[src/ssdm_pkg.sv]
/*
 * constants, register map and state type of the safe speed and direction monitor.
 * assumes a 100 MHz system clock and an APB master with 32-bit data.
 */
package ssdm_pkg;
    // ****************************************
    // timing
    // ****************************************
    localparam int CLK_PERIOD_NS  = 10;
    localparam int MS_NS          = 1000000;
    localparam int MS_CYCLES_DEF  = MS_NS / CLK_PERIOD_NS;
    localparam int DEG_PER_REV    = 360;
    localparam int MS_PER_MIN     = 60000;
    localparam int MDEG_PER_DEG   = 1000;
    localparam int MDEG_PER_RPMMS = DEG_PER_REV * MDEG_PER_DEG / MS_PER_MIN;

    // ****************************************
    // register map
    // ****************************************
    localparam int         ADDR_W        = 8;
    localparam logic [7:0] OFS_CTRL      = 8'h00;
    localparam logic [7:0] OFS_LIMIT     = 8'h04;
    localparam logic [7:0] OFS_HYST      = 8'h08;
    localparam logic [7:0] OFS_FILT      = 8'h0C;
    localparam logic [7:0] OFS_ACCEPT    = 8'h10;
    localparam logic [7:0] OFS_DELAY     = 8'h14;
    localparam logic [7:0] OFS_TOL       = 8'h18;
    localparam logic [7:0] OFS_RAMP      = 8'h1C;
    localparam logic [7:0] OFS_STATUS    = 8'h20;

    localparam int CTRL_EXT_EN      = 0;
    localparam int CTRL_HYST_EN     = 1;
    localparam int CTRL_DIR_EN      = 2;
    localparam int CTRL_SSM_OFF     = 3;
    localparam int CTRL_DIR_OFF     = 4;
    localparam int CTRL_STOP_RESP   = 5;
    localparam int CTRL_ACCEPT_GO   = 6;

    localparam logic [15:0] LIMIT_RST   = 16'h0014;
    localparam logic [15:0] HYST_RST    = 16'h000A;
    localparam logic [15:0] FILT_RST    = 16'h0000;
    localparam logic [16:0] ACCEPT_RST  = 17'h09C40;
    localparam logic [16:0] ACCEPT_MAX  = 17'h186A0;
    localparam logic [15:0] DELAY_RST   = 16'h0064;
    localparam logic [15:0] TOL_RST     = 16'h000C;
    localparam logic [15:0] RAMP_RST    = 16'h03E8;
    localparam logic        RESP_RST    = 1'b1;

    typedef enum logic [2:0] {
        DIR_IDLE,
        DIR_DELAY,
        DIR_WATCH,
        DIR_BRAKE,
        DIR_TORQUE_OFF
    } ssdm_dir_state_t;
endpackage

[src/ssdm_monitor.sv]
/*
 * safe speed monitor, safe direction monitor and acceptance timer behind an APB slave.
 * assumes speed and control inputs synchronous to clk_sys; speed in signed rpm.
 */
// Implementation choices: the APB slave port and the register offsets.
`timescale 1ns/1ps
module ssdm_monitor #(
    parameter int MS_CYCLES = ssdm_pkg::MS_CYCLES_DEF
) (
    input  wire logic                          clk_sys,
    input  wire logic                          rst,
    input  wire logic                          ce,
    input  wire logic                          psel,
    input  wire logic                          penable,
    input  wire logic                          pwrite,
    input  wire logic [ssdm_pkg::ADDR_W-1:0]   paddr,
    input  wire logic [31:0]                   pwdata,
    output logic      [31:0]                   prdata,
    output logic                               pready,
    output logic                               pslverr,
    input  wire logic signed [15:0]            speed_rpm,
    input  wire logic                          motor_on,
    input  wire logic                          select_positive,
    input  wire logic                          select_negative,
    output logic                               below_speed_limit_flag,
    output logic                               positive_direction_active_flag,
    output logic                               negative_direction_active_flag,
    output logic                               direction_violation,
    output logic                               fast_stop_ramp,
    output logic                               torque_off,
    output logic                               speed_limit_active,
    output logic                               acceptance_active,
    output logic      [15:0]                   fast_stop_ramp_time
);
    import ssdm_pkg::*;

    if (MS_CYCLES < 1) begin : g_bad_ms
        $error("MS_CYCLES must be at least one");
    end

    // ****************************************
    // apb slave
    // ****************************************
    logic        pready_reg;
    logic        pslverr_reg;
    logic [31:0] prdata_reg;
    logic        ext_en_reg;
    logic        hyst_en_reg;
    logic        dir_en_reg;
    logic        ssm_off_reg;
    logic        dir_off_reg;
    logic        resp_reg;
    logic [15:0] limit_reg;
    logic [15:0] hyst_reg;
    logic [15:0] filt_time_reg;
    logic [16:0] accept_time_reg;
    logic [15:0] delay_reg;
    logic [15:0] tol_reg;
    logic [15:0] ramp_reg;
    logic        below_reg;
    logic        pos_reg;
    logic        neg_reg;
    logic        viol_reg;
    logic        fstop_reg;
    logic        toff_reg;
    logic        slim_reg;
    logic        acc_act_reg;

    wire         access    = ce && psel && penable;
    wire         commit    = access && pready_reg;
    wire         wr_commit = commit && pwrite;
    wire         hit_ctrl  = (paddr == OFS_CTRL);
    wire         hit_lim   = (paddr == OFS_LIMIT);
    wire         hit_hyst  = (paddr == OFS_HYST);
    wire         hit_filt  = (paddr == OFS_FILT);
    wire         hit_acc   = (paddr == OFS_ACCEPT);
    wire         hit_dly   = (paddr == OFS_DELAY);
    wire         hit_tol   = (paddr == OFS_TOL);
    wire         hit_ramp  = (paddr == OFS_RAMP);
    wire         hit_stat  = (paddr == OFS_STATUS);
    wire         mapped    = hit_ctrl | hit_lim | hit_hyst | hit_filt | hit_acc | hit_dly | hit_tol
                             | hit_ramp | hit_stat;
    wire  [31:0] ctrl_rd   = {26'h0000000, resp_reg, dir_off_reg, ssm_off_reg, dir_en_reg, hyst_en_reg,
                              ext_en_reg};
    wire  [31:0] stat_rd   = {24'h000000, slim_reg, toff_reg, fstop_reg, acc_act_reg, viol_reg, neg_reg,
                              pos_reg, below_reg};
    // durations past the limit are cut, not refused, so a write never fails
    wire  [16:0] acc_wr    = (pwdata[16:0] > ACCEPT_MAX || pwdata[31:17] != 15'h0000) ? ACCEPT_MAX
                             : pwdata[16:0];
    wire  [31:0] rd_mux    = hit_ctrl ? ctrl_rd
                           : hit_lim  ? {16'h0000, limit_reg}
                           : hit_hyst ? {16'h0000, hyst_reg}
                           : hit_filt ? {16'h0000, filt_time_reg}
                           : hit_acc  ? {15'h0000, accept_time_reg}
                           : hit_dly  ? {16'h0000, delay_reg}
                           : hit_tol  ? {16'h0000, tol_reg}
                           : hit_ramp ? {16'h0000, ramp_reg}
                           : hit_stat ? stat_rd : 32'h00000000;
    wire         accept_go = wr_commit && hit_ctrl && pwdata[CTRL_ACCEPT_GO];

    always_ff @(posedge clk_sys) begin
        if (rst) begin
            pready_reg  <= 1'b0;
            pslverr_reg <= 1'b0;
            prdata_reg  <= 32'h00000000;
        end else if (ce) begin
            pready_reg  <= access && !pready_reg;
            pslverr_reg <= access && !pready_reg && !mapped;
            prdata_reg  <= (access && !pready_reg && !pwrite) ? rd_mux : prdata_reg;
        end
    end

    always_ff @(posedge clk_sys) begin
        if (rst) begin
            ext_en_reg      <= 1'b0;
            hyst_en_reg     <= 1'b0;
            dir_en_reg      <= 1'b0;
            ssm_off_reg     <= 1'b0;
            dir_off_reg     <= 1'b0;
            resp_reg        <= RESP_RST;
            limit_reg       <= LIMIT_RST;
            hyst_reg        <= HYST_RST;
            filt_time_reg   <= FILT_RST;
            accept_time_reg <= ACCEPT_RST;
            delay_reg       <= DELAY_RST;
            tol_reg         <= TOL_RST;
            ramp_reg        <= RAMP_RST;
        end else if (wr_commit) begin
            if (hit_ctrl) begin
                ext_en_reg  <= pwdata[CTRL_EXT_EN];
                hyst_en_reg <= pwdata[CTRL_HYST_EN];
                dir_en_reg  <= pwdata[CTRL_DIR_EN];
                ssm_off_reg <= pwdata[CTRL_SSM_OFF];
                dir_off_reg <= pwdata[CTRL_DIR_OFF];
                resp_reg    <= pwdata[CTRL_STOP_RESP];
            end
            if (hit_lim)  limit_reg       <= pwdata[15:0];
            if (hit_hyst) hyst_reg        <= pwdata[15:0];
            if (hit_filt) filt_time_reg   <= pwdata[15:0];
            if (hit_acc)  accept_time_reg <= acc_wr;
            if (hit_dly)  delay_reg       <= pwdata[15:0];
            if (hit_tol)  tol_reg         <= pwdata[15:0];
            if (hit_ramp) ramp_reg        <= pwdata[15:0];
        end
    end

    // ****************************************
    // millisecond time base
    // ****************************************
    logic [31:0] tb_cnt_reg;
    wire         ms_tick = ce && (tb_cnt_reg == 32'(MS_CYCLES - 1));

    always_ff @(posedge clk_sys) begin
        if (rst) begin
            tb_cnt_reg <= 32'h00000000;
        end else if (ce) begin
            tb_cnt_reg <= ms_tick ? 32'h00000000 : tb_cnt_reg + 32'h00000001;
        end
    end

    // ****************************************
    // acceptance timer
    // ****************************************
    logic [16:0] acc_cnt_reg;

    always_ff @(posedge clk_sys) begin
        if (rst) begin
            acc_act_reg <= 1'b0;
            acc_cnt_reg <= 17'h00000;
        end else if (accept_go) begin
            acc_act_reg <= (accept_time_reg != 17'h00000);
            acc_cnt_reg <= accept_time_reg;
        end else if (ms_tick && acc_act_reg) begin
            acc_cnt_reg <= acc_cnt_reg - 17'h00001;
            acc_act_reg <= (acc_cnt_reg > 17'h00001);
        end
    end

    // ****************************************
    // safe speed monitor
    // ****************************************
    logic signed [15:0] filt_reg;

    function automatic logic [4:0] filt_shift(input logic [15:0] t);
        logic [4:0] s;
        s = 5'h00;
        for (int i = 0; i < 16; i++) begin
            if (t[i]) s = 5'(i + 1);
        end
        return s;
    endfunction

    // first order smoothing, time constant the next power of two above the set time in ms
    wire signed [16:0] filt_diff = 17'(speed_rpm) - 17'(filt_reg);
    wire        [4:0]  fsh       = filt_shift(filt_time_reg);
    wire signed [15:0] filt_step = 16'(filt_diff >>> fsh);
    wire               use_filt  = hyst_en_reg && (fsh != 5'h00);
    wire signed [15:0] spd_eff   = use_filt ? filt_reg : speed_rpm;
    wire        [15:0] spd_abs   = spd_eff[15] ? 16'(-spd_eff) : spd_eff;
    wire               ssm_on    = ext_en_reg && (motor_on || !ssm_off_reg);
    wire        [16:0] lo_thr    = (hyst_reg >= limit_reg) ? 17'h00000 : 17'(limit_reg - hyst_reg);
    wire               below_raw = (spd_abs < limit_reg);
    wire               below_hys = below_reg ? (17'(spd_abs) < 17'(limit_reg))
                                             : (17'(spd_abs) < lo_thr);
    wire               below_nxt = ssm_on && (hyst_en_reg ? below_hys : below_raw);

    always_ff @(posedge clk_sys) begin
        if (rst) begin
            filt_reg  <= 16'sh0000;
            below_reg <= 1'b0;
        end else if (ce) begin
            if (!use_filt) filt_reg <= speed_rpm;
            else if (ms_tick) filt_reg <= filt_reg + filt_step;
            below_reg <= below_nxt;
        end
    end

    // ****************************************
    // safe direction monitor
    // ****************************************
    ssdm_dir_state_t    state_reg;
    ssdm_dir_state_t    state_next;
    logic [15:0]        dcnt_reg;
    logic [31:0]        angle_reg;
    logic               dir_pos_reg;

    wire        dir_sel   = select_positive || select_negative;
    wire        dir_on    = ext_en_reg && dir_en_reg && (motor_on || !dir_off_reg);
    wire [15:0] fwd_abs   = speed_rpm[15] ? 16'(-speed_rpm) : speed_rpm;
    wire        forbidden = dir_pos_reg ? speed_rpm[15] : (speed_rpm > 16'sh0000);
    wire [31:0] ang_step  = forbidden ? 32'(fwd_abs) * 32'(MDEG_PER_RPMMS) : 32'h00000000;
    wire [31:0] tol_mdeg  = 32'(tol_reg) * 32'(MDEG_PER_DEG);
    wire        over_tol  = angle_reg > tol_mdeg;
    wire        dly_done  = ms_tick && (dcnt_reg + 16'h0001 >= delay_reg);
    wire        ramp_done = ms_tick && (dcnt_reg + 16'h0001 >= ramp_reg);

    always_comb begin
        state_next = state_reg;
        unique case (state_reg)
            DIR_IDLE:       if (dir_sel) state_next = DIR_DELAY;
            DIR_DELAY:      if (dly_done || delay_reg == 16'h0000) state_next = DIR_WATCH;
            DIR_WATCH:      if (over_tol) state_next = resp_reg ? DIR_BRAKE : DIR_TORQUE_OFF;
            DIR_BRAKE:      if (ramp_done || ramp_reg == 16'h0000) state_next = DIR_TORQUE_OFF;
            DIR_TORQUE_OFF: state_next = DIR_TORQUE_OFF;
        endcase
        if (!dir_sel || !dir_on) state_next = DIR_IDLE;
    end

    always_ff @(posedge clk_sys) begin
        if (rst) begin
            state_reg   <= DIR_IDLE;
            dcnt_reg    <= 16'h0000;
            angle_reg   <= 32'h00000000;
            dir_pos_reg <= 1'b1;
        end else if (ce) begin
            state_reg <= state_next;
            if (state_next != state_reg) dcnt_reg <= 16'h0000;
            else if (ms_tick) dcnt_reg <= dcnt_reg + 16'h0001;
            if (state_reg == DIR_IDLE) begin
                angle_reg   <= 32'h00000000;
                dir_pos_reg <= select_positive;
            end else if (state_reg == DIR_WATCH && ms_tick) begin
                angle_reg <= angle_reg + ang_step;
            end
        end
    end

    // ****************************************
    // direction outputs
    // ****************************************
    wire watch_nxt = (state_next == DIR_WATCH) || (state_next == DIR_BRAKE) || (state_next == DIR_TORQUE_OFF);
    wire viol_set  = (state_reg == DIR_WATCH) && over_tol && (state_next != DIR_IDLE);

    always_ff @(posedge clk_sys) begin
        if (rst) begin
            pos_reg   <= 1'b0;
            neg_reg   <= 1'b0;
            viol_reg  <= 1'b0;
            fstop_reg <= 1'b0;
            toff_reg  <= 1'b0;
            slim_reg  <= 1'b0;
        end else if (ce) begin
            pos_reg   <= watch_nxt && dir_pos_reg;
            neg_reg   <= watch_nxt && !dir_pos_reg;
            // a violation in the same cycle as deselection does not latch
            viol_reg  <= viol_set || (viol_reg && state_next != DIR_IDLE);
            fstop_reg <= (state_next == DIR_DELAY) || (state_next == DIR_BRAKE);
            toff_reg  <= (state_next == DIR_TORQUE_OFF);
            slim_reg  <= (state_next != DIR_IDLE) && !(acc_act_reg || accept_go);
        end
    end

    assign prdata                         = prdata_reg;
    assign pready                         = pready_reg;
    assign pslverr                        = pslverr_reg;
    assign below_speed_limit_flag         = below_reg;
    assign positive_direction_active_flag = pos_reg;
    assign negative_direction_active_flag = neg_reg;
    assign direction_violation            = viol_reg;
    assign fast_stop_ramp                 = fstop_reg;
    assign torque_off                     = toff_reg;
    assign speed_limit_active             = slim_reg;
    assign acceptance_active              = acc_act_reg;
    assign fast_stop_ramp_time            = ramp_reg;
endmodule

[config.mk]
export PLATFORM = sky130hd
export DESIGN_NAME = ssdm_monitor
export DESIGN_NICKNAME = d
export VERILOG_FILES = /design/src/ssdm_pkg.sv /design/src/ssdm_monitor.sv
export SDC_FILE = /design/constraint.sdc
export NUM_CORES = 1
export LEC_CHECK = 0
export BUFFER_PORTS_ARGS = -buffer_cell sky130_fd_sc_hd__buf_2
export CAP_MARGIN = 5
export CORE_UTILIZATION = 58
export CTS_BUF_LIST = sky130_fd_sc_hd__clkbuf_8
export DETAILED_ROUTE_END_ITERATION = 12
export PLACE_DENSITY = 0.89
export SLEW_MARGIN = 20
export SYNTH_ARGS = -nofsm -noshare
export SYNTH_HDL_FRONTEND = slang
export SYNTH_SLANG_ARGS = --single-unit
export TNS_END_PERCENT = 1
[constraint.sdc]
create_clock -name clk_sys -period 6.2 [get_ports clk_sys]
set_clock_uncertainty 0.1 [all_clocks]
set_input_delay 1.24 -clock clk_sys [delete_from_list [all_inputs] [get_ports clk_sys]]
set_output_delay 1.24 -clock clk_sys [all_outputs]
set_load 0.1 [all_outputs]
==> Yosys cells after proc, flatten, opt, wreduce, memory -nomap -nowiden <==
Index checks and enable logic that the tools add are counted.
Widths: inputs -> output; s select.
{ "totals": {"wordCells": 202, "register_bits": 278, "output_inout_bits": 58, "latch_bits": 0, "romBits": 0, "memories": 0, "ram_bits": 0} }
{ "classes": {"n_eq_ne": 19, "reduce_logical": 70, "div_mod_pow": 0, "order_cmp": 10, "mux": 52, "add_sub_neg": 9, "bitwise_logic": 8, "n_shift": 1, "n_mul": 2} }
{ "op_table": {"columns": ["op", "n"], "rows": [
  ["$mux 16", 10],
  ["$mux 17", 9],
  ["$mux 32", 3],
  ["$mux 5", 15],
  ["$ge 16x16->1", 3],
  ["$sub 16x16->17", 2],
  ["$add 32x1->32 const B", 1],
  ["$add 32x19->32", 1],
  ["$eq 32x17->1 const B", 1],
  ["$eq 8x5->1 const B", 4],
  ["$gt 32x26->1", 1],
  ["$logic_not 16->1", 2],
  ["$lt 16x16->1", 2],
  ["$neg 16->16", 2],
  ["$reduce_and 2->1", 13],
  ["$logic_and 1x1->1", 25],
  ["$mul 16x7->23 const B", 1],
  ["$mux 19", 1],
  ["$mul 16x2->18 const B", 1],
  ["$mux 3", 6],
  ["$gt 17x1->1 const B", 1],
  ["$gt 17x17->1 const B", 1],
  ["$lt 16x17->1", 1],
  ["$reduce_bool 17->1", 1],
  ["other kinds (25)", 64]
]} }

==> Logic depth before layout (Yosys ltp) <==
Gate-level depths: netlist of run 1.
{ "depth": {"depth_word": 25, "depth_mapped": 27} }

==> Worst setup path after synthesis of run 1 <==
Ideal clock, no wire load.
{ "synth_path": {"path_type": "register to register", "startpoint": "register tol_reg[0]", "endpoint": "register dcnt_reg[0]", "n_path_buf": 0, "t_required_ps": 5979, "period_less_slack_ps": 6778, "setup_slack_ps": -578, "arrival_time_ps": 6557, "stages_incl_launch_ff": 26, "setup_ps": 121, "path_cell_list": "dfxtp_1 > fa_1 > fa_1 > inv_1 > fa_1 > fa_1 > inv_1 > ha_1 > o21a_1 > a2111oi_2 > o311ai_1 > o211a_1 > o31a_1 > nor4_2 > o31ai_1 > a21oi_1 > xnor2_1 > ha_1 > nand2_1 > o21bai_1 > o311ai_0 > o21ai_2 > o41ai_4 > a31oi_4 > a21o_1 > mux2_2"} }
{ "synth_between": {"elab_chain_len": 8, "elab_cells_between_ends": 9} }
{ "synth_lines": {"columns": ["element", "line_no", "source"], "rows": [
  ["start: declaration", "ssdm_monitor.sv:58", "logic [15:0] tol_reg;"],
  ["start signal: assignment", "ssdm_monitor.sv:142", "if (hit_tol) tol_reg <= pwdata[15:0];"],
  ["$mul 16x7->23 (*)", "ssdm_monitor.sv:232", "wire [31:0] tol_mdeg = 32'(tol_reg) * 32'(MDEG_PER_DEG);"],
  ["$gt 32x26->1 (*)", "ssdm_monitor.sv:233", "wire over_tol = angle_reg > tol_mdeg;"],
  ["$mux 3 (*)", "ssdm_monitor.sv:242", "DIR_WATCH: if (over_tol) state_next = resp_reg ? DIR_BRAKE : DIR_TORQUE_OFF;"],
  ["$pmux 3 s5 (*)", "ssdm_monitor.sv:239", "unique case (state_reg)"],
  ["$mux 3 (*)", "ssdm_monitor.sv:246", "if (!dir_sel || !dir_on) state_next = DIR_IDLE;"],
  ["$ne 3x3->1 (*)", "ssdm_monitor.sv:257", "if (state_next != state_reg) dcnt_reg <= 16'h0000;"],
  ["$reduce_bool 2->1 (no line)", null, null],
  ["$reduce_and 2->1 (no line)", null, null],
  ["end signal: assignment", "ssdm_monitor.sv:258", "else if (ms_tick) dcnt_reg <= dcnt_reg + 16'h0001;"],
  ["end: declaration", "ssdm_monitor.sv:223", "logic [15:0] dcnt_reg;"]
]} }
Mark *: on every way between the ends. The rest lies on a longest branch, timed or not.
A chain may end at the register's enable or synchronous reset.

==> Final worst setup path of run 1 <==
{ "layout_path": {"startpoint": "register tol_reg[0]", "endpoint": "register pos_reg, in the netlist positive_direction_active_flag"} }
{ "layout_between": {"elab_chain_len": 9, "elab_cells_between_ends": 11} }
{ "layout_lines": {"columns": ["element", "line_no", "source"], "rows": [
  ["$mul 16x7->23 (*)", "ssdm_monitor.sv:232", null],
  ["$gt 32x26->1 (*)", "ssdm_monitor.sv:233", null],
  ["$mux 3 (*)", "ssdm_monitor.sv:242", null],
  ["$pmux 3 s5 (*)", "ssdm_monitor.sv:239", null],
  ["$mux 3 (*)", "ssdm_monitor.sv:246", null],
  ["$eq 3x2->1", "ssdm_monitor.sv:271", "wire watch_nxt = (state_next == DIR_WATCH) || (state_next == DIR_BRAKE) || (state_next == DIR_TORQUE_OFF);"],
  ["$logic_or 1x1->1", "ssdm_monitor.sv:271", null],
  ["$logic_or 1x1->1 (*)", "ssdm_monitor.sv:271", null],
  ["$logic_and 1x1->1 (*)", "ssdm_monitor.sv:283", "pos_reg <= watch_nxt && dir_pos_reg;"],
  ["end signal: assignment", "ssdm_monitor.sv:283", null],
  ["end: declaration", "ssdm_monitor.sv:61", "logic pos_reg;"]
]} }
Marks and branches as above.

==> impl_metrics.env, run 1 <==
export IMPL_met1_usage_pct=45.6
export IMPL_final_util_pct=68.4
export IMPL_finalMaxSlewViolations=0
export IMPL_hold_viol=0
export IMPL_grt_overflow=0
export IMPL_synth_seq_area_share_pct=23.5
export IMPL_hold_path_class="flip-flop to flip-flop"
export IMPL_yosys_cell_count_top_type="nand2_1"
export IMPL_p_leak_nw=11.0
export IMPL_routed_wl_um=74800
export IMPL_die_w_um=198
export IMPL_cts_buffers_inserted=47
export IMPL_rsz0062_at_grt="yes"
export IMPL_drt_vias_per_instance=6.43
export IMPL_io_pins=123
export IMPL_initial_core_util_pct=59.0
export IMPL_clock_sinks=262
export IMPL_drc=0
export IMPL_cts_tree="done"
export IMPL_antenna_found_initial=0
export IMPL_failed_checks="negative setup slack"
export IMPL_grt_pass1_wl_um=117000
export IMPL_ir_drop_mv=0.213
export IMPL_drive_gt1_share_pct=16.1
export IMPL_place_inst=3550
export IMPL_multi_input_area_mm2=0.0160
export IMPL_avgSynthCellArea_um2=7.87
export IMPL_required_ns=6.66
export IMPL_cp_arrival_ns=7.10
export IMPL_layout_setup_ws_ns=-0.436
export IMPL_io_buffers=107
export IMPL_finalSetupViolations=23
export IMPL_fmax_mhz=151
export IMPL_worst_pin_slew_ns=1.20
export IMPL_syn2layout_area_growth_pct=15.8
export IMPL_crit_type="flip-flop to flip-flop"
export IMPL_synth_edf_count=0
export IMPL_htreeDepth=2
export IMPL_gr_usage_met3_pct=7.80
export IMPL_synth_ff_latch_count=262
export IMPL_async_flop_share_pct=0
export IMPL_clkLatencyLatePin_ns=0.64
export IMPL_track_usage_pct=37.6
export IMPL_period_share_pct=107
export IMPL_core_area_mm2=0.0378
export IMPL_clockBufferDepth=3
export IMPL_cts_root_buf="clkbuf_8"
export IMPL_hpwl_um=57000
export IMPL_p_per_area_mw_per_mm2=179
export IMPL_drt_iter0_drc=2578
export IMPL_use_met2_pct=61.5
export IMPL_cap_violations=0
export IMPL_cp_end_kind="flip-flop"
export IMPL_die_area_mm2=0.0392
export IMPL_regArea_mm2=0.00526
export IMPL_clk_pin_slew_ns=0.06
export IMPL_top_usage_layer="met2"
export IMPL_synth_area_top_cells="dfxtp_1 (24%), ha_1 (13%), nand2_1 (6.1%)"
export IMPL_synthesis_area_mm2=0.0223
export IMPL_post_synth_top_area_cell="dfxtp_1"
export IMPL_synth_common_cells="nand2_1 (360), dfxtp_1 (262), a21oi_1 (256)"
export IMPL_grt_pass1_vias=22800
export IMPL_synth_top_area_share_pct=23.5
export IMPL_die_h_um=198
export IMPL_max_slew_margin_rel_pct=19.9
export IMPL_fin_cells=3636
export IMPL_antenna_left=0
export IMPL_wl_per_cell_um=20.6
export IMPL_rows=71
export IMPL_period_needed_ns=6.64
export IMPL_num_vias=23400
export IMPL_status="finished with violations"
export IMPL_dr_pass1_iters=6
export IMPL_synthCells=2832
export IMPL_largest_reg_flops=32
export IMPL_finalNetCount=3439
export IMPL_crit_fanout=5
export IMPL_synth_main_ff_cell="dfxtp_1"
export IMPL_yosysWarnings=0
export IMPL_yosysUniqueCellTypes=99
export IMPL_start_kind="flip-flop"
export IMPL_grt_max_degree=86
export IMPL_fillers=2941
export IMPL_gp_congestion=1.02
==> cell type report <==
cell class | count | area share (%)
Multi-Input combinational cell | 2248 | 61.9
Sequential cell | 262 | 20.4
Timing Repair Buffer | 328 | 8.55
Clock buffer | 56 | 2.99
Inverter | 203 | 2.95
Tap cell | 511 | 2.48
Clock inverter | 27 | 0.819
Antenna cell | 1 | 0.00969
==> report_power, final <==
| part | leakage [nW] | switching (mW) | internal (mW) |
|---|---|---|---|
| Clock | 0.554 | 0.788 | 0.947 |
| Combinational | 8.29 | 0.677 | 0.500 |
| Sequential | 2.12 | 0.0209 | 1.70 |
| Total | 11.0 | 1.49 | 3.14 |
==> logic make-up after synthesis <==
group | after synthesis | share of synthesized area (%)
AO/OA/AOI/OAI | 724 | 21.8
XOR/XNOR | 169 | 6.64
adder cells (fa/ha/maj) | 284 | 17.9
buffers and inverters | 336 | 6.19
flip-flops | 262 | 23.5
multiplexers | 46 | 2.26
other | 1 | 0.0168
AND/OR/NAND/NOR | 1010 | 21.6
==> cell usage in the layout, fill, tap and decap left out, types with 16 or more instances in the layout <==
cell and instances:
nand2_1 358, dfxtp_1 258, nor2_1 248, a21oi_1 248, ha_1 222, buf_4 219, inv_1 212, buf_2 106
xnor2_1 93, xor2_1 74, o21ai_0 68, nand3_1 68, nor3_1 65, fa_1 59, clkbuf_8 56, a211oi_1 53
a21o_1 44, nor4_1 42, and3_1 33, nand4_1 33, or3_1 32, mux2i_1 30, nand2b_1 26, a221oi_1 26
o21a_1 23, a211o_1 23, a31oi_1 21, and2_1 20, nor2b_1 19, o21bai_1 17, o211ai_1 16, a22oi_1 16
==> through the flow <==
| stage | hold slack (ns) | instance area (um^2) | TNS, ns | power (mW) | setup slack (ns) |
|---|---|---|---|---|---|
| 2_1_floorplan | 0.336 | 22400 | -1.50 | 2.46 | -0.156 |
| 3_3_place_gp | 0.342 | 24600 | -9.10 | 2.84 | -0.398 |
| 3_5_place_dp | 0.348 | 24600 | -18.26 | 2.87 | -0.636 |
| 4_1_cts | 0.356 | 25700 | -7.42 | 4.57 | -0.454 |
| 5_1_grt | 0.379 | 25800 | -13.00 | 4.79 | -0.643 |
| 6_report | 0.356 | 25800 | -7.98 | 4.63 | -0.436 |
==> final timing paths <==
path                     from                        endpoint  slack [ns]  depth (start not counted)
setup / recovery   tol_reg[0]  positive_direction_active_flag       -0.44                         26
hold / removal    hyst_reg[7]                     hyst_reg[7]        0.36                          2
setup reg to reg   tol_reg[0]  positive_direction_active_flag       -0.44                         26
hold reg to reg   hyst_reg[7]                     hyst_reg[7]        0.36                          2
==> routing by layer <==
metal,part of all wire [%],up-vias
met4,6.6,0
met5,0,-
met1,38,10900
met2,45,1490
li1,-,10600
met3,11,372
==> worst max-delay path, cell delays in order (launching register included) <==
cell	delay, ns
dfxtp_4	0.35
fa_1	0.53
fa_1	0.51
inv_1	0.05
fa_1	0.46
fa_1	0.52
inv_2	0.05
ha_4	0.21
buf_4	0.14
o21a_1	0.16
o31a_1	0.11
o211ai_1	0.27
a21oi_2	0.11
o31ai_2	0.34
buf_4	0.18
o21bai_1	0.05
a21oi_1	0.15
xor2_1	0.10
ha_2	0.18
or4_4	0.53
a21oi_2	0.14
o311ai_2	0.15
o21ai_4	0.31
nor3_1	0.11
a2111o_1	0.33
o211ai_1	0.23
a32o_1	0.19
==> timing repair <==
action	4_1_cts	5_1_grt
setup buffers	0	2
setup endpoints to repair	24	34
pin swaps	8	12
hold buffers	0	0
resized for setup	14	28
No activity file was read; power rests on OpenSTA's default activity.
==> run 2: changes to the inputs <==
==> constraint.sdc (replaced) <==
create_clock -name clk_sys -period 6.2 [get_ports clk_sys]
set_clock_uncertainty 0.1 [all_clocks]
set_input_delay 0.31 -clock clk_sys [delete_from_list [all_inputs] [get_ports clk_sys]]
set_output_delay 0.31 -clock clk_sys [all_outputs]
set_load 0.1 [all_outputs]
==> run 2 against run 1 <==
Compared with the run above:
- the flow still finishes with violations (negative setup slack)
- core utilization shrank 2.0 points
- non-clock buffer count shrank 93
- global-route usage shrank 1.0 points
- maximum frequency shrank 1.4%
- sequential power is essentially flat
- first-iteration DRC count grew 3.0%
- clock-buffer cell count shrank 2
- clock power is essentially flat
- largest cell class unchanged
==> impl_metrics.env, run 2 (synthesized netlist as in run 1, its figures left out) <==
export IMPL_clk_pin_slew_ns=0.06
export IMPL_p_int_mw=3.00
export IMPL_clock_sinks=262
export IMPL_worst_pin_slew_ns=1.10
export IMPL_final_area_mm2=0.0251
export IMPL_r2r_start="tol_reg[2]"
export IMPL_final_common_cell="nand2_1"
export IMPL_drt_vias_per_instance=6.45
export IMPL_die_h_um=198
export IMPL_power_frac_seq_pct=38.7
export IMPL_max_slew_margin_rel_pct=26.7
export IMPL_cp_end_kind="flip-flop"
export IMPL_hold_start="pwdata[2]"
export IMPL_finalSetupViolations=24
export IMPL_crit_cells=26
export IMPL_period_needed_ns=6.73
export IMPL_hold_path_depth=3
export IMPL_start_kind="flip-flop"
export IMPL_syn2layout_area_growth_pct=12.4
export IMPL_p_sw_mw=1.42
export IMPL_power_frac_comb_pct=22.8
export IMPL_htreeDepth=2
export IMPL_die_area_mm2=0.0392
export IMPL_io_buffers=107
export IMPL_r2r_slack_ns=-0.53
export IMPL_hold_path_class="primary input to flip-flop"
export IMPL_mostFrequentLayoutCells="nand2_1 (358), dfxtp_1 (258), a21oi_1 (254)"
export IMPL_wl_per_cell_um=20.5
export IMPL_power_share_clock_pct=38.6
export IMPL_fillers=3019
export IMPL_finalMaxSlewViolations=0
export IMPL_cp_startpoint="tol_reg[2]"
export IMPL_cap_violations=0
export IMPL_cp_top_family="compound AO/OA/AOI/OAI gates"
export IMPL_fin_tns_setup_ns=-10.32
export IMPL_crit_end="dcnt_reg[0]"
export IMPL_multi_input_area_mm2=0.0159
export IMPL_swShare_pct=32.1
export IMPL_gp_congestion=1.01
export IMPL_final_util_pct=66.4
export IMPL_grt_pass1_vias=22200
export IMPL_p_leak_nw=10.5
export IMPL_cts_tree="done"
export IMPL_grt_overflow=0
export IMPL_layout_setup_ws_ns=-0.527
export IMPL_largest_reg_flops=32
export IMPL_fmax_mhz=149
export IMPL_die_w_um=198
export IMPL_hold_viol=0
export IMPL_antenna_left=0
export IMPL_crit_fanout=5
export IMPL_drive_gt1_share_pct=12.4
export IMPL_num_vias=22800
export IMPL_ir_drop_mv=0.180
export IMPL_track_usage_pct=36.6
export IMPL_grt_pass1_wl_um=115000
export IMPL_cts_root_buf="clkbuf_8"
export IMPL_failed_checks="negative setup slack"
export IMPL_clkLatencyLatePin_ns=0.62
export IMPL_cp_arrival_ns=7.13
export IMPL_status="finished with violations"
export IMPL_rows=71
export IMPL_initial_core_util_pct=59.0
export IMPL_io_pins=123
export IMPL_grt_max_degree=91
export IMPL_critPathMaxStageDelay_ns=0.53
export IMPL_period_share_pct=109
export IMPL_regArea_mm2=0.00526
export IMPL_crit_buf_inv=3
export IMPL_reg2reg_depth=26
export IMPL_clockBufferDepth=3
export IMPL_antenna_found_initial=0
export IMPL_crit_path_top_delay_cell="fa_1"
export IMPL_diodes=0
export IMPL_hpwl_um=54800
export IMPL_required_ns=6.60
export IMPL_cp_common_cell="fa_1"
export IMPL_p_per_area_mw_per_mm2=177
export IMPL_cts_buffers_inserted=45
export IMPL_drt_iter0_drc=2655
export IMPL_r2r_end="dcnt_reg[0]"
export IMPL_dr_pass1_iters=6
export IMPL_dpl_cell_area_mm2=0.0238
export IMPL_routed_wl_um=72600
export IMPL_finalNetCount=3344
export IMPL_drc=0
export IMPL_crit_type="flip-flop to flip-flop"
export IMPL_core_area_mm2=0.0378
export IMPL_rsz0062_at_grt="yes"
## run 2: changes by cell type in the layout (fill, tap and decap cells not counted), moves of 3 or more
cell and delta:
o21ai_0 +4, clkinv_1 -3, dlygate4sd3_1 +19, a21oi_1 +6, a21oi_2 -6, buf_4 -110, nor4_2 +3
## run 2: timing repair
item,CTS,global route
hold buffers,19,0
gates resized for setup,11,9
pin swaps,5,9
gates cloned,0,0
hold endpoints to repair,73,0
buffers inserted,0,3
endpoints found under the setup margin,24,25
## run 2: area by class of cell
type / instances / share of cell area [%]
Clock buffer: 54 / 2.97
Clock inverter: 24 / 0.819
Inverter: 203 / 3.04
Multi-Input combinational cell: 2248 / 63.5
Sequential cell: 262 / 21.0
Tap cell: 511 / 2.55
Timing Repair Buffer: 235 / 6.19
## run 2: per-layer routing
metal  up-vias  wire [um]  global-route usage [%]
met1     10700      27300                    44.6
li1      10400          -                       -
met3       377       7470                    6.97
met2      1330      33000                    60.2
met5         -          0                       0
met4         0       4770                    21.3
## run 2: worst min-delay path by stage
stage,to,slack [ns]
after CTS,hyst_reg[2],0.008
after detailed placement,prdata[16],0.35
after global placement,prdata[16],0.34
final,hyst_reg[2],0.04
after floorplan,hyst_reg[4],0.34
after global routing,filt_time_reg[6],0.03
## run 2: worst register-to-register path, cell delays in order, from the launching register on
cell and delay, ns:
dfxtp_4 0.36, fa_1 0.53, fa_1 0.52, inv_1 0.05
fa_1 0.45, fa_1 0.51, inv_2 0.05, ha_4 0.21
buf_4 0.14, o21a_1 0.17, o31a_1 0.12, o211ai_1 0.27
a21oi_2 0.11, o31ai_2 0.33, o21ai_2 0.11, nor4_2 0.34
o31a_1 0.18, xor2_1 0.07, ha_1 0.29, nand2_2 0.06
o21bai_4 0.18, o311ai_4 0.33, o21ai_4 0.16, o41ai_4 0.36
a31oi_4 0.15, a21o_1 0.23, mux2_4 0.27
## run 2: power groups by stage
stage	sequential [mW]	clock, mW	combinational, mW
floorplan	1.76	0	0.696
finish	1.71	1.71	1.01
CTS	1.71	1.70	0.978
detailed placement	1.75	0	0.961
global placement	1.75	0	0.932
global route	1.71	1.78	1.09
## run 2: stage by stage
stage	power (mW)	std cells	hold WS, ns	worst slack, ns
after floorplan	2.46	2846	0.336	-0.156
after global placement	2.68	3437	0.339	-0.412
after detailed placement	2.71	3437	0.348	-0.706
after CTS	4.39	3534	0.00780	-0.441
after global routing	4.58	3537	0.0323	-0.897
final	4.43	3537	0.0388	-0.527
